===== src/design/rab_pkg.sv =====
package rab_pkg;
	localparam int CLK_NS = 100;
	localparam int US_NS = 1000;
	localparam int US_CYC = US_NS / CLK_NS;
	localparam int TONE_MIN_US = 16;
	localparam int TONE_MAX_US = 160;
	localparam int TONE_UNIT_US = 8;
	localparam int TU_MIN = TONE_MIN_US / TONE_UNIT_US;
	localparam int TU_MAX = TONE_MAX_US / TONE_UNIT_US;
	localparam int GUARD_US = 4;
	localparam int REF_US = 8;
	localparam int ADDR_BITS = 48;
	localparam int N_ENT = 8;
	localparam int TX_ADDRESS_TYPE_BIT_BIT = 6;
	localparam int CP_BIT = 5;
	localparam int ADV_FLAG_BIT = 2;
	localparam int ADV_INFO_BYTE = 2;
	localparam int ADV_SKIP = 6;
	localparam int SCAN_LEN = 2 * N_ENT;
	// register word indices, byte address is four times the index
	localparam logic [4:0] R_TASK = 5'h00;
	localparam logic [4:0] R_EVT = 5'h01;
	localparam logic [4:0] R_BCC = 5'h02;
	localparam logic [4:0] R_BCNT = 5'h03;
	localparam logic [4:0] R_DACFG = 5'h04;
	localparam logic [4:0] R_MSTAT = 5'h05;
	localparam logic [4:0] R_PCFG = 5'h06;
	localparam logic [4:0] R_INL = 5'h07;
	localparam logic [4:0] R_SPC = 5'h08;
	localparam logic [4:0] R_TSTAT = 5'h09;
	// 0x10..0x17 low words, 0x18..0x1F high halves
	localparam logic [4:0] R_ADDR = 5'h10;
	localparam int T_BITCOUNTER_START_TASK = 0;
	localparam int T_BITCOUNTER_STOP_TASK = 1;
	localparam int PCFG_LE = 0;
	localparam int PCFG_RATE = 1;
	localparam int PCFG_DFM = 3;
	localparam int INL_EN = 0;
	localparam int INL_DATA = 1;
	localparam int INL_MASK = 8;
	localparam int INL_CMP = 16;
	localparam int INL_RANGE = 24;
	localparam int SPC_REF = 0;
	localparam int SPC_SLOT = 4;
	localparam int SPC_SHORT = 8;
	localparam int SPC_LONG = 12;
	localparam int SPC_MANLEN = 16;
	localparam int SPC_MAN2US = 24;
	localparam logic [31:0] INL_RST = 32'h1400_0000;
	localparam logic [31:0] SPC_RST = 32'h0002_0000;
	localparam logic [1:0] RATE_1M = 2'h0;
	localparam logic [1:0] RATE_2M = 2'h1;
	localparam logic [1:0] DFM_AOA = 2'h1;
	localparam logic [1:0] DFM_AOD = 2'h2;
	localparam logic [1:0] TYPE_1US = 2'h1;
	localparam logic [1:0] TYPE_2US = 2'h2;

	typedef enum logic [2:0] {FLD_IDLE, FLD_HDR0, FLD_LEN, FLD_HDR1, FLD_PAY, FLD_CRC} rab_field_t;
	typedef enum logic [2:0] {TS_IDLE, TS_GUARD, TS_REF, TS_SWITCH, TS_SAMPLE} rab_ts_t;

	typedef struct packed {
		logic rx;
		logic tx;
		logic bit_stb;
		logic bit_val;
		rab_field_t field;
		logic addr_evt;
		logic end_evt;
		logic disabled_evt;
		logic stop_task;
		logic disable_task;
		logic crc_end;
	} rab_air_t;

	typedef struct packed {
		logic tone_on;
		logic tone_bit;
		logic ant_switch;
		logic iq_sample;
		logic tone_present;
	} rab_dfe_t;

	typedef struct packed {
		logic [1:0] bus_ph;
		logic [31:0] rdata;
		logic [15:0] bcc;
		logic [15:0] bcnt;
		logic bc_run;
		logic ev_bcm;
		logic ev_dam;
		logic ev_cte;
		logic [15:0] dacfg;
		logic [7:0] mvec;
		logic [5:0] pcfg;
		logic [31:0] inl;
		logic [31:0] spc;
		rab_field_t fld;
		logic [2:0] fb;
		logic [7:0] sh;
		logic [7:0] s0;
		logic tx_address_type_bit;
		logic [6:0] pb;
		logic [47:0] asr;
		logic [5:0] elen;
		logic [7:0] flags;
		logic scan;
		logic [4:0] scnt;
		logic low_ok;
		logic info_ok;
		logic [7:0] info;
		rab_ts_t ts;
		logic [3:0] udiv;
		logic [7:0] ucnt;
		logic [7:0] len;
		logic [7:0] seg;
		logic [4:0] sdiv;
		logic [4:0] sspc;
		logic slot2;
		logic gen;
		logic sw;
		logic smp;
		rab_dfe_t dfe;
		logic bcm_p;
		logic dam_p;
	} rab_st_t;
endpackage


===== src/design/rab_mem.sv =====
`timescale 1ns/1ps
module rab_mem #(
	parameter int W = 32,
	parameter int D = 16,
	parameter int AW = 4
) (
	input wire logic clock,
	input wire logic we,
	input wire logic [AW-1:0] waddr,
	input wire logic [W-1:0] wdata,
	input wire logic [AW-1:0] raddr,
	output logic [W-1:0] rdata
);
	logic [W-1:0] mem [D];

	// no reset on the array: entries are undefined until software writes them
	always_ff @(posedge clock) begin
		if (we) begin
			mem[waddr] <= wdata;
		end
		rdata <= mem[raddr];
	end
endmodule


===== src/design/rab_core.sv =====
// Register access over Avalon-MM and the placing of the registers were chosen for this implementation.
`timescale 1ns/1ps
module rab_core
	import rab_pkg::*;
(
	input wire logic clock,
	input wire logic rst_n,
	input wire logic [4:0] address,
	input wire logic read,
	input wire logic write,
	input wire logic [31:0] writedata,
	output logic [31:0] readdata,
	output logic waitrequest,
	input wire rab_air_t air,
	output rab_dfe_t dfe,
	output logic bc_match_evt,
	output logic addr_match_evt
);
	rab_st_t st;
	rab_st_t n;
	logic req;
	logic acc;
	logic bcs;
	logic bcp;
	logic stop_any;
	logic rate_ok;
	logic mask_ok;
	logic [3:0] raddr;
	logic [31:0] mem_q;

	function automatic logic [4:0] spc_cyc(input logic [4:0] base, input logic [1:0] code);
		logic [4:0] v;
		v = base >> code;
		return (v == 5'h00) ? 5'h01 : v;
	endfunction

	function automatic logic [7:0] seg_len(input rab_ts_t s, input logic two);
		if (s == TS_GUARD) return 8'(GUARD_US);
		if (s == TS_REF) return 8'(REF_US);
		return two ? 8'h02 : 8'h01;
	endfunction

	function automatic logic [31:0] rd_mux(input rab_st_t s, input logic [4:0] a);
		unique case (a)
			R_EVT: rd_mux = {29'h0, s.ev_cte, s.ev_dam, s.ev_bcm};
			R_BCC: rd_mux = {16'h0, s.bcc};
			R_BCNT: rd_mux = {15'h0, s.bc_run, s.bcnt};
			R_DACFG: rd_mux = {16'h0, s.dacfg};
			R_MSTAT: rd_mux = {23'h0, s.scan, s.mvec};
			R_PCFG: rd_mux = {26'h0, s.pcfg};
			R_INL: rd_mux = s.inl;
			R_SPC: rd_mux = s.spc;
			R_TSTAT: rd_mux = {17'h0, s.ts, s.info_ok, 3'h0, s.info};
			default: rd_mux = 32'h0;
		endcase
	endfunction

	assign req = read | write;
	// extra wait states while the matcher owns the address memory
	assign waitrequest = req & (st.bus_ph != 2'h2);
	assign acc = req & (st.bus_ph == 2'h2);
	assign readdata = st.rdata;
	assign bcs = acc & write & (address == R_TASK) & writedata[T_BITCOUNTER_START_TASK];
	assign bcp = acc & write & (address == R_TASK) & writedata[T_BITCOUNTER_STOP_TASK];
	assign stop_any = bcp | air.stop_task | air.disable_task | air.end_evt | air.disabled_evt;
	assign rate_ok = (st.pcfg[PCFG_RATE+:2] == RATE_1M) || (st.pcfg[PCFG_RATE+:2] == RATE_2M);
	assign mask_ok = (st.s0 & st.inl[INL_MASK+:8]) == st.inl[INL_CMP+:8];
	assign raddr = st.scan ? {st.scnt[0], st.scnt[3:1]} : address[3:0];
	assign dfe = st.dfe;
	assign bc_match_evt = st.bcm_p;
	assign addr_match_evt = st.dam_p;

	rab_mem #(.W(32), .D(SCAN_LEN), .AW(4)) u_mem (
		.clock(clock),
		.we(acc & write & address[4]),
		.waddr(address[3:0]),
		.wdata(writedata),
		.raddr(raddr),
		.rdata(mem_q)
	);

	always_comb begin
		logic [7:0] byt;
		logic [2:0] cfb;
		logic [4:0] e;
		logic [4:0] tu;
		logic [1:0] code;
		logic [4:0] cur;
		logic tick;
		byt = {air.bit_val, st.sh[7:1]};
		cfb = (air.field == st.fld) ? st.fb + 3'h1 : 3'h0;
		e = st.scnt - 5'h01;
		tu = 5'h00;
		code = 2'h0;
		cur = 5'h00;
		tick = 1'b0;
		n = st;
		n.bcm_p = 1'b0;
		n.dam_p = 1'b0;
		n.dfe.ant_switch = 1'b0;
		n.dfe.iq_sample = 1'b0;
		n.dfe.tone_present = 1'b0;

		if (acc) begin
			n.bus_ph = 2'h0;
		end else if (st.bus_ph == 2'h1) begin
			n.bus_ph = 2'h2;
			n.rdata = address[4] ? mem_q : rd_mux(st, address);
		end else if (req && !st.scan) begin
			n.bus_ph = 2'h1;
		end
		if (acc && write && !address[4]) begin
			unique case (address)
				R_EVT: begin
					n.ev_bcm = st.ev_bcm & ~writedata[0];
					n.ev_dam = st.ev_dam & ~writedata[1];
					n.ev_cte = st.ev_cte & ~writedata[2];
				end
				R_BCC: n.bcc = writedata[15:0];
				R_DACFG: n.dacfg = writedata[15:0];
				R_PCFG: n.pcfg = writedata[5:0];
				R_INL: n.inl = writedata;
				R_SPC: n.spc = writedata;
				default: ;
			endcase
		end

		// start is honoured unless a stop arrives in the same cycle; ordering after the address event is software's job
		if (stop_any) begin
			n.bc_run = 1'b0;
			n.bcnt = 16'h0000;
		end else if (bcs) begin
			n.bc_run = 1'b1;
			n.bcnt = 16'h0000;
		end else if (st.bc_run && air.bit_stb) begin
			n.bcnt = st.bcnt + 16'h0001;
			if (n.bcnt == st.bcc) begin
				n.bcm_p = 1'b1;
				n.ev_bcm = 1'b1;
			end
			// counter stays running past the match
		end

		if (air.addr_evt) begin
			n.pb = 7'h00;
			n.mvec = 8'h00;
			n.info_ok = 1'b0;
			n.elen = 6'h00;
			n.flags = 8'h00;
		end else if (air.rx && air.bit_stb) begin
			n.fld = air.field;
			n.fb = cfb;
			n.sh = byt;
			if (air.field == FLD_HDR0 && cfb == 3'h7) begin
				n.s0 = byt;
				n.tx_address_type_bit = byt[TX_ADDRESS_TYPE_BIT_BIT];
			end
			// header1 follows an 8-bit length after a one-byte header0
			if (air.field == FLD_HDR1 && cfb == 3'h7 && st.inl[INL_DATA] && mask_ok &&
				st.s0[CP_BIT]) begin
				n.info = byt;
				n.info_ok = st.inl[INL_EN] && (byt[5:0] <= st.inl[INL_RANGE+:6]);
			end
			if (air.field == FLD_PAY) begin
				n.pb = (st.pb == 7'h7F) ? st.pb : st.pb + 7'h01;
				if (st.pb < 7'(ADDR_BITS)) begin
					n.asr = {air.bit_val, st.asr[47:1]};
				end
				if (st.pb == 7'(ADDR_BITS - 1) && st.pcfg[PCFG_LE]) begin
					n.scan = 1'b1;
					n.scnt = 5'h00;
				end
				if (st.pb[2:0] == 3'h7 && !st.inl[INL_DATA] && mask_ok) begin
					if (st.pb[6:3] == 4'h0) n.elen = byt[5:0];
					if (st.pb[6:3] == 4'h1) n.flags = byt;
					if (st.elen != 6'h00 && st.flags[ADV_FLAG_BIT] &&
						st.pb[6:3] == ((st.flags[ADV_FLAG_BIT-1:0] != 2'h0) ?
						4'(ADV_INFO_BYTE + ADV_SKIP) : 4'(ADV_INFO_BYTE))) begin
						n.info = byt;
						n.info_ok = st.inl[INL_EN] && (byt[5:0] <= st.inl[INL_RANGE+:6]);
					end
				end
			end
		end
		if (n.info_ok && !st.info_ok) begin
			n.ev_cte = 1'b1;
			n.dfe.tone_present = 1'b1;
		end

		// serial scan trades 17 cycles of latency for one memory port
		if (st.scan) begin
			n.scnt = st.scnt + 5'h01;
			if (st.scnt != 5'h00) begin
				if (!e[0]) begin
					n.low_ok = (mem_q == st.asr[31:0]);
				end else if (st.low_ok && mem_q[15:0] == st.asr[47:32] && st.dacfg[e[3:1]] &&
					st.dacfg[N_ENT + 32'(e[3:1])] == st.tx_address_type_bit) begin
					n.mvec[e[3:1]] = 1'b1;
				end
			end
			if (st.scnt == 5'(SCAN_LEN)) begin
				n.scan = 1'b0;
				if (n.mvec != 8'h00) begin
					n.dam_p = 1'b1;
					n.ev_dam = 1'b1;
				end
			end
		end

		if (air.crc_end && rate_ok && st.pcfg[PCFG_DFM+:2] != 2'h0 &&
			(air.tx || (air.rx && (!st.inl[INL_EN] || st.info_ok)))) begin
			n.ts = TS_GUARD;
			n.udiv = 4'h0;
			n.ucnt = 8'h00;
			n.seg = 8'h00;
			n.sdiv = 5'h00;
			n.gen = air.tx;
			n.smp = air.rx;
			n.sw = (st.pcfg[PCFG_DFM+:2] == DFM_AOA && air.rx) ||
				(st.pcfg[PCFG_DFM+:2] == DFM_AOD && air.tx);
			n.dfe.ant_switch = n.sw;
			if (st.inl[INL_EN] && air.rx) begin
				tu = st.info[4:0];
				n.slot2 = st.info[7:6] == TYPE_2US;
				code = (st.info[7:6] == TYPE_1US) ? st.spc[SPC_SHORT+:2] :
					(st.info[7:6] == TYPE_2US) ? st.spc[SPC_LONG+:2] : st.spc[SPC_SLOT+:2];
			end else begin
				tu = st.spc[SPC_MANLEN+:5];
				n.slot2 = st.spc[SPC_MAN2US];
				code = st.spc[SPC_SLOT+:2];
			end
			if (tu < 5'(TU_MIN)) tu = 5'(TU_MIN);
			if (tu > 5'(TU_MAX)) tu = 5'(TU_MAX);
			n.len = 8'(32'(tu) * TONE_UNIT_US);
			n.sspc = spc_cyc(n.slot2 ? 5'(2 * US_CYC) : 5'(US_CYC), code);
		end else if (st.ts != TS_IDLE) begin
			tick = (st.udiv == 4'(US_CYC - 1));
			n.udiv = tick ? 4'h0 : st.udiv + 4'h1;
			if (air.stop_task || air.disable_task) begin
				n.ts = TS_IDLE;
			end else if (tick) begin
				n.ucnt = st.ucnt + 8'h01;
				n.seg = st.seg + 8'h01;
				if (n.ucnt == st.len) begin
					n.ts = TS_IDLE;
				end else if (n.seg == seg_len(st.ts, st.slot2)) begin
					n.seg = 8'h00;
					n.sdiv = 5'h00;
					n.ts = (st.ts == TS_GUARD) ? TS_REF : (st.ts == TS_SWITCH) ? TS_SAMPLE : TS_SWITCH;
					n.dfe.ant_switch = st.sw && n.ts == TS_SWITCH;
				end
			end
		end
		if (n.smp && (n.ts == TS_REF || n.ts == TS_SAMPLE)) begin
			cur = (n.ts == TS_REF) ? spc_cyc(5'(US_CYC), st.spc[SPC_REF+:2]) : n.sspc;
			if (n.sdiv == 5'h00) begin
				n.dfe.iq_sample = 1'b1;
				n.sdiv = cur - 5'h01;
			end else begin
				n.sdiv = n.sdiv - 5'h01;
			end
		end
		n.dfe.tone_on = n.ts != TS_IDLE;
		n.dfe.tone_bit = n.dfe.tone_on && n.gen;
	end

	always_ff @(posedge clock or negedge rst_n) begin
		if (!rst_n) begin
			st <= '0;
			st.inl <= INL_RST;
			st.spc <= SPC_RST;
		end else begin
			st <= n;
		end
	end
endmodule


===== config.mk =====
export PLATFORM = sky130hd
export DESIGN_NAME = rab_core
export DESIGN_NICKNAME = d
export VERILOG_FILES = /design/src/design/rab_pkg.sv /design/src/design/rab_mem.sv /design/src/design/rab_core.sv
export SDC_FILE = /design/constraint.sdc
export NUM_CORES = 1
export LEC_CHECK = 0
export BUFFER_PORTS_ARGS = -buffer_cell sky130_fd_sc_hd__buf_2
export CAP_MARGIN = 40
export CORE_MARGIN = 4
export CORE_UTILIZATION = 38
export CTS_CLUSTER_SIZE = 28
export DETAILED_ROUTE_END_ITERATION = 7
export SETUP_SLACK_MARGIN = 0.02
export SLEW_MARGIN = 25
export SYNTH_ARGS = -nofsm -noshare
export SYNTH_HDL_FRONTEND = slang
export SYNTH_SLANG_ARGS = --single-unit

===== constraint.sdc =====
create_clock -name clock -period 9.1 [get_ports clock]
set_input_delay 0.91 -clock clock [delete_from_list [all_inputs] [get_ports clock]]
set_output_delay 0.91 -clock clock [all_outputs]
set_load 0.005 [all_outputs]

==> results of run 1 <==
## flip-flops by register name, indices dropped and copies added, names as in the netlist
| name | count |
|---|---|
| readdata | 32 |
| u_mem.rdata | 32 |
| dfe | 5 |
| addr_match_evt | 1 |
| st | 275 |
| bc_match_evt | 1 |
| u_mem.mem | 512 |
## cell families after synthesis
kind of cell	count (synthesis)
DFF	858
and+or+nand+nor	585
AOI/OAI and AO/OA	349
muxes	317
buffers and inverters	202
xor gates and xnor gates	121
adders and majority gates	20
## worst paths after layout
path,end,cells after the start,start
worst max register to register,st[20],14,st[51]
worst min-delay path,readdata[3],1,rst_n
worst min register to register,st[12],1,st[12]
max in group asynchronous,st[218],5,rst_n
min in group clock,st[12],1,st[12]
worst max-delay path,st[20],14,st[51]
## stage by stage
step / std cells / cell area, um2 / utilization (%) / worst slack, ns / hold slack (ns)
floorplan: 2452 / 36400 / - / 5.63 / 0.435
detailed placement: 3695 / 38400 / 40.4 / 5.00 / 0.472
global placement: 3687 / 38300 / 40.3 / 5.08 / 0.459
finish: 3869 / 41700 / 43.9 / 5.18 / 0.261
CTS: 3865 / 41600 / 43.8 / 5.20 / 0.289
global route: 3869 / 41700 / 43.9 / 4.91 / 0.316
## final cells by class
cell class | instances | area [um2] | area share [%]
clock inverters | 50 | 639 | 1.53
diodes | 1 | 2.50 | 0.00601
flip-flops and latches | 858 | 23900 | 57.3
well taps | 1265 | 1580 | 3.80
clock buffers | 120 | 2510 | 6.03
multi-input cells | 1392 | 11900 | 28.5
repair buffers | 144 | 1030 | 2.47
inverters | 39 | 151 | 0.363
## metal layers
metal / wire (um) / global-route usage, % / share of wire (%) / vias to the layer above
li1: - / - / - / 9452
met1: 42600 / 26.8 / 44 / 11400
met2: 45700 / 30.0 / 47 / 835
met3: 6430 / 3.54 / 6.6 / 148
met4: 2340 / 4.86 / 2.4 / 8
met5: 55 / 0 / 0.057 / -
## critical path, delay by kind of cell (launching register included)
family | cells | cell delay (ns)
AOI/OAI and AO/OA | 2 | 0.43
xor gates and xnor gates | 1 | 0.16
adders and majority gates | 1 | 0.18
buffers and inverters | 2 | 0.26
DFF | 1 | 0.65
and+or+nand+nor | 8 | 2.16
## cells in the final DEF, fill, tap and decap left out, types with 17 or more instances in the layout
master / Yosys / routed
xnor2_1: 54 / 54
mux2_2: 172 / 172
clkbuf_16: 0 / 91
buf_4: 41 / 39
a211oi_1: 38 / 38
nor4_1: 28 / 25
o21ai_0: 68 / 68
a31oi_1: 45 / 45
nand2_1: 224 / 222
a22oi_1: 37 / 37
inv_1: 37 / 37
mux4_2: 132 / 132
a221oi_1: 17 / 17
clkinv_2: 0 / 20
nor2_1: 125 / 109
nand4_1: 22 / 22
edfxtp_1: 512 / 512
nand2b_1: 19 / 18
and2_1: 41 / 41
ha_1: 20 / 20
nor3_1: 24 / 20
a21oi_1: 46 / 46
dfxtp_1: 32 / 32
nand3_1: 40 / 39
dfrtp_1: 311 / 311
xor2_1: 65 / 65
buf_2: 3 / 93
## report_power, final
part           switching, W  internal [W]
clock               0.00157       0.00230
combinational      0.000510      0.000376
sequential         0.000262       0.00435
==> run metrics, run 1 <==
Cell variety after synth=84; largest net degree at the start of global routing=about 170; P per Cell Area=approximately 220 nW/um2; Worst Path Max Fanout=10; cell with the most instances after synthesis=edfxtp_1; RD Place Congestion=between 0.8 and 0.9; P&R area growth vs syn=14.3%; first-pass GRT wire length=roughly 140 mm; final hold vios=0; Critical Path Sink Type=flip-flop; Synth top area share=about 42%; Worst Tran Pin Value=approximately 1.0 ns; Reg clk slew, reported paths=0.06 ns; Final Critical Period=3.92 ns; worst skew pair latency=around 0.68 ns; Initial Utilization=between 30% and 40%; area leader, netlist=edfxtp_1; H-tree depth=3; Pleak=between 15 and 20 nW; clk buf depth=3; post-synthesis cell area=36400 um2; crit path DAT=~4.5 ns; number of setup violations in the final report=0; total grt overflow=0; post-synthesis compound-gate area fraction=just under 7%; dpl hpwl=between 60 and 70 mm; Commonest cells post-synth=edfxtp_1, dfrtp_1, nand2_1; Vias per Instance=roughly 5.6; peak per-stage delay on the critical path=0.65 ns; Final Total Pwr=between 0.009 and 0.01 W; Rows=113; gr usage total=between 10% and 20%; Critical Path Start Type=flip-flop; post-DR wirelength/cell=between 20 and 30 um; Die Width=~320 um; Worst path slowest cell=dfrtp_1; Avg Cell Area, Syn=around 15 um2; number of nets in the layout=between 2000 and 3000; Slew headroom=a little under a third; Top Ports=94; port buffer count=93; main combinational cell family by area after synthesis=multiplexers; outcome=finished clean; Detailed Route WL=97.2 mm; max cap viols=0; Num CTS Buffers=slightly above 90; First DRT Iteration DRCs=around 2100; post-synthesis net count=about 2500; XOR/XNOR Fraction of Synth Area=2.98%; Main synth FF type=edfxtp_1; worst vdd rail ir drop=approximately 0.00017 V; unrepaired setup endpoints after global routing=false; number of synthesized flops with an enable pin=about 510; fraction of the mapped netlist area in simple logic gates=7.67%; CP Cell Sequence=nor3_2 > nor3_1 > nand2_1 > nor2_1 > o2111ai_1 > and3_1 > inv_1 > nor3_4 > o211ai_1 > and2_1 > ha_1 > inv_1 > nor4_2 > xor2_1; proportion of synthesized area in mux cells=13.8%; Slew Viols, Final=0; # DRC=0; ys async rst share=36.6%; hold_buf cts=0; Crit path required time=9.65 ns; Crit Path Class=flip-flop to flip-flop; Final ANT Viol Nets=0; Final Cycle Share=between 40 and 50%; flop2flop setup slack=5.18 ns; Clock Sinks=858; Setup Skew=about 0.06 ns; register area share after synthesis=65.5%; die height=roughly 320 um; vias after detailed routing=21800; CTS tree=done; core area=~95000 um2; Post-CTS Resized=0; setup bufs post-CTS=0; synthesized instance count=around 2500; largest cells by area after synthesis=edfxtp_1, dfrtp_1, mux4_2, mux2_2, nand2_1; initial antenna violation count=6; share of cells above drive strength 1=approximately 26%; TNS Setup=0 ns; fmax=approximately 0.26 GHz; drt pass-1 iters=7; area share of fa/ha/maj cells after synthesis=less than 1%; number of global-route vias before repair=~22000; Yosys reg bits=858; Clk Tree Root Cell=clkbuf_16; fillers=about 8400; die area=101000 um2; Ys Warns=0; most used cell, CP=inv_1; Min-Delay Path Class=input port to asynchronous set/reset pin
Note: power is estimated with default switching activity, not from simulation.
==> run 2, diff against run 1 <==
--- a/config.mk
+++ b/config.mk
@@ -5,6 +5,7 @@
 export SDC_FILE = /design/constraint.sdc
 export NUM_CORES = 1
 export LEC_CHECK = 0
+export ABC_AREA = 1
 export BUFFER_PORTS_ARGS = -buffer_cell sky130_fd_sc_hd__buf_2
 export CAP_MARGIN = 40
 export CORE_MARGIN = 4
==> constraint.sdc (replaced) <==
create_clock -name clock -period 3.65 [get_ports clock]
set_input_delay 0.365 -clock clock [delete_from_list [all_inputs] [get_ports clock]]
set_output_delay 0.365 -clock clock [all_outputs]
set_load 0.005 [all_outputs]
==> run 2 against run 1 <==
Net effect:
- die area increased by 2.7%
- cell count increased by 32%
- critical path depth decreased by 2
- fmax increased by 37%
- clock power increased by 150%
- synthesized area increased by 2.8%
- critical endpoint is now st[255]
- design area increased by 2.9%
- power increased to 2.7 times the previous value
- first-iteration DRC count increased by 31%
- clock skew decreased by 0.011 ns
- non-clock buffer count increased by 27
- core utilization increased by 0.23 points
==> run metrics, run 2 <==
outcome=finished clean; initial antenna violation count=13 (+7); Crit Path Class=flip-flop to flip-flop; Crit path required time=4.23 ns (-5.42 ns); XOR/XNOR Fraction of Synth Area=1.54% (-1.4 points); number of nets in the layout=3817 (+47%); Initial Utilization=38.5% (+0.16 points); Commonest cells post-synth=nand2_1, inv_1, edfxtp_1; post-synthesis compound-gate area fraction=14.3% (+7.5 points); RD Place Congestion=0.951 (+7.3%); crit path DAT=3.45 ns (-1.02 ns); number of global-route vias before repair=25100 (+15%); Slew headroom=48.1% (+17 points); ys async rst share=36.6% (unchanged); Clk Tree Root Cell=clkbuf_16; first-pass GRT wire length=156 mm (+7.8%); Detailed Route WL=103 mm (+5.7%); Clock Sinks=858 (unchanged); worst hold path depth=2; fillers=9157 (+9.1%); port buffer count=93 (unchanged); Synth top area share=41.0% (-1.2 points); Worst Tran Pin Value=0.769 ns (-0.265 ns); Final Critical Period=2.87 ns (-1.05 ns); max reg flops=512 (unchanged); die height=322 um (+1.4%); Pleak=17.5 nW (+12%); worst vdd rail ir drop=0.000382 V (+130%); Critical Path Start Type=flip-flop; post-synthesis cell area=37500 um2 (+2.8%); Reg clk slew, reported paths=0.06 ns (about the same); area leader, netlist=edfxtp_1; register area share after synthesis=63.7% (-1.8 points); H-tree depth=3 (unchanged); number of setup violations in the final report=0 (unchanged); drt pass-1 iters=8 (+1); total grt overflow=0 (unchanged); worst skew pair latency=0.67 ns (about the same); Top Ports=94 (unchanged); worst flop-to-flop path startpoint=st[62]; most common cell after layout, fill and taps aside=nand2_1; Top Registers=u_mem.mem (512), st (275); synthesized instance count=3683 (+50%); Rows=114 (+0.88%); gr usage total=19.7% (+0.83 points); Yosys reg bits=858 (unchanged); largest cells by area after synthesis=edfxtp_1, dfrtp_1, o21ai_0, nand2_1, inv_1; fraction of the mapped netlist area in simple logic gates=11.6% (+3.9 points); Min-Delay Startpoint=air[11]; TNS Setup=0 ns (unchanged); First DRT Iteration DRCs=2688 (+31%); Slew Viols, Final=0 (unchanged); Critical Path Sink Type=flip-flop; r2r endpoint=st[255]; largest net degree at the start of global routing=118 (-30%); clk buf depth=3 (unchanged); cell with the most instances after synthesis=nand2_1; Final Cycle Share=78.5% (+35 points); core area=97300 um2 (+2.4%); area share of fa/ha/maj cells after synthesis=0.668% (-0.019 points); final hold vios=0 (unchanged); Avg Cell Area, Syn=10.2 um2 (-32%); Main synth FF type=edfxtp_1; flop2flop setup slack=0.78 ns (-4.40 ns); dpl hpwl=66.5 mm (+7.7%); fmax=0.349 GHz (+37%); post-synthesis net count=3757 (+49%); R2R depth=12 (-2); proportion of synthesized area in mux cells=0.204% (-14 points); CTS tree=done; Vias per Instance=5.21 (-7.6%); post-DR wirelength/cell=20.1 um (-20%); setup bufs post-CTS=0 (unchanged); number of synthesized flops with an enable pin=512 (unchanged); vias after detailed routing=26600 (+22%); Hold Path End=st[9]; Min-Delay Path Class=input port to flip-flop; Cell variety after synth=55 (-35%); Final ANT Viol Nets=0 (unchanged); main combinational cell family by area after synthesis=compound AO/OA/AOI/OAI gates; max cap viols=0 (unchanged); Setup Skew=0.0479 ns (-0.0106 ns); unrepaired setup endpoints after global routing=false; commonest non-fill, non-tap cells in the layout=nand2_1, inv_1, edfxtp_1, o21ai_0, dfrtp_1; die area=104000 um2 (+2.7%); Num CTS Buffers=90 (-1.1%); P&R area growth vs syn=14.4%; Ys Warns=0 (unchanged); P per Cell Area=580 nW/um2 (+160%); Die Width=322 um (+1.4%); Final Total Pwr=0.0249 W (+170%); largest reg by FF count=u_mem.mem; # DRC=0 (unchanged); Worst Path Max Fanout=16 (+6); share of cells above drive strength 1=10.1% (-15 points)
## run 2: cells by family after synthesis
logic type,count (synthesis)
adders and majority gates,20
xor gates and xnor gates,66
and+or+nand+nor,1015
muxes,7
buffers and inverters,763
DFF,858
AOI/OAI and AO/OA,954
## run 2: what timing repair did
item / CTS / global route
hold endpoints to repair: 81 / 0
endpoints found under the setup margin: 0 / 0
hold buffers: 6 / 0
gates resized for setup: 0 / 0
## run 2: worst max path at each step
| stage | end | from | slack, ns | depth (start not counted) |
|---|---|---|---|---|
| 4_1_cts | st[20] | st[21] | 0.81 | 24 |
| 3_3_place_gp | u_mem.mem[14][30] | address[4] | 0.73 | 6 |
| 5_1_grt | st[20] | st[21] | 0.47 | 24 |
| 6_report | st[255] | st[62] | 0.78 | 12 |
| 3_5_place_dp | u_mem.mem[1][26] | address[4] | 0.76 | 6 |
| 2_1_floorplan | u_mem.mem[12][0] | address[4] | 0.46 | 6 |
## run 2: power by group
| part | internal [W] | switching [W] |
|---|---|---|
| sequential | 0.0111 | 0.000667 |
| combinational | 0.00121 | 0.00230 |
| clock | 0.00575 | 0.00386 |
## run 2: metrics by stage
step | std cells | hold slack, ns | setup slack (ns) | instance area [um2] | util [%]
final | 5102 | 0.0718 | 0.784 | 42900 | 44.1
after global routing | 5092 | 0.0367 | 0.472 | 42900 | 44.1
after CTS | 5091 | 0.0134 | 0.811 | 42800 | 44.0
after detailed placement | 4920 | 0.422 | 0.758 | 39600 | 40.8
after global placement | 4917 | 0.413 | 0.733 | 39600 | 40.7
after floorplan | 3683 | 0.0694 | 0.464 | 37500 | -
## run 2: layout make-up
| cell class | instances | area, um2 | share of cell area (%) |
|---|---|---|---|
| antenna | 10 | 25.0 | 0.0584 |
| clock buffer | 123 | 2580 | 6.01 |
| clock inverter | 42 | 567 | 1.32 |
| inverter | 560 | 2110 | 4.91 |
| multi-input combinational | 2062 | 10800 | 25.1 |
| sequential | 858 | 23900 | 55.7 |
| tap | 1276 | 1600 | 3.72 |
| timing repair buffer | 171 | 1360 | 3.17 |
## run 2: layer usage
metal  global-route usage, %  vias up  part of all wire (%)
li1                        -    12700                     -
met1                    28.1    12900                    45
met2                    30.2      887                    44
met3                    4.66      171                   7.8
met4                    5.38        8                   2.7
met5                       0        -                 0.058
## run 2: critical path: stages (launching register included)
cell and delay, ns:
dfrtp_1 0.40, inv_1 0.13, ha_1 0.68, o21ai_0 0.20, a22oi_1 0.22, nand2_1 0.10
nor3_1 0.23, nand2_1 0.09, a21oi_1 0.25, nand2_1 0.13, o21ai_1 0.14, a21oi_1 0.07
o21ai_1 0.12
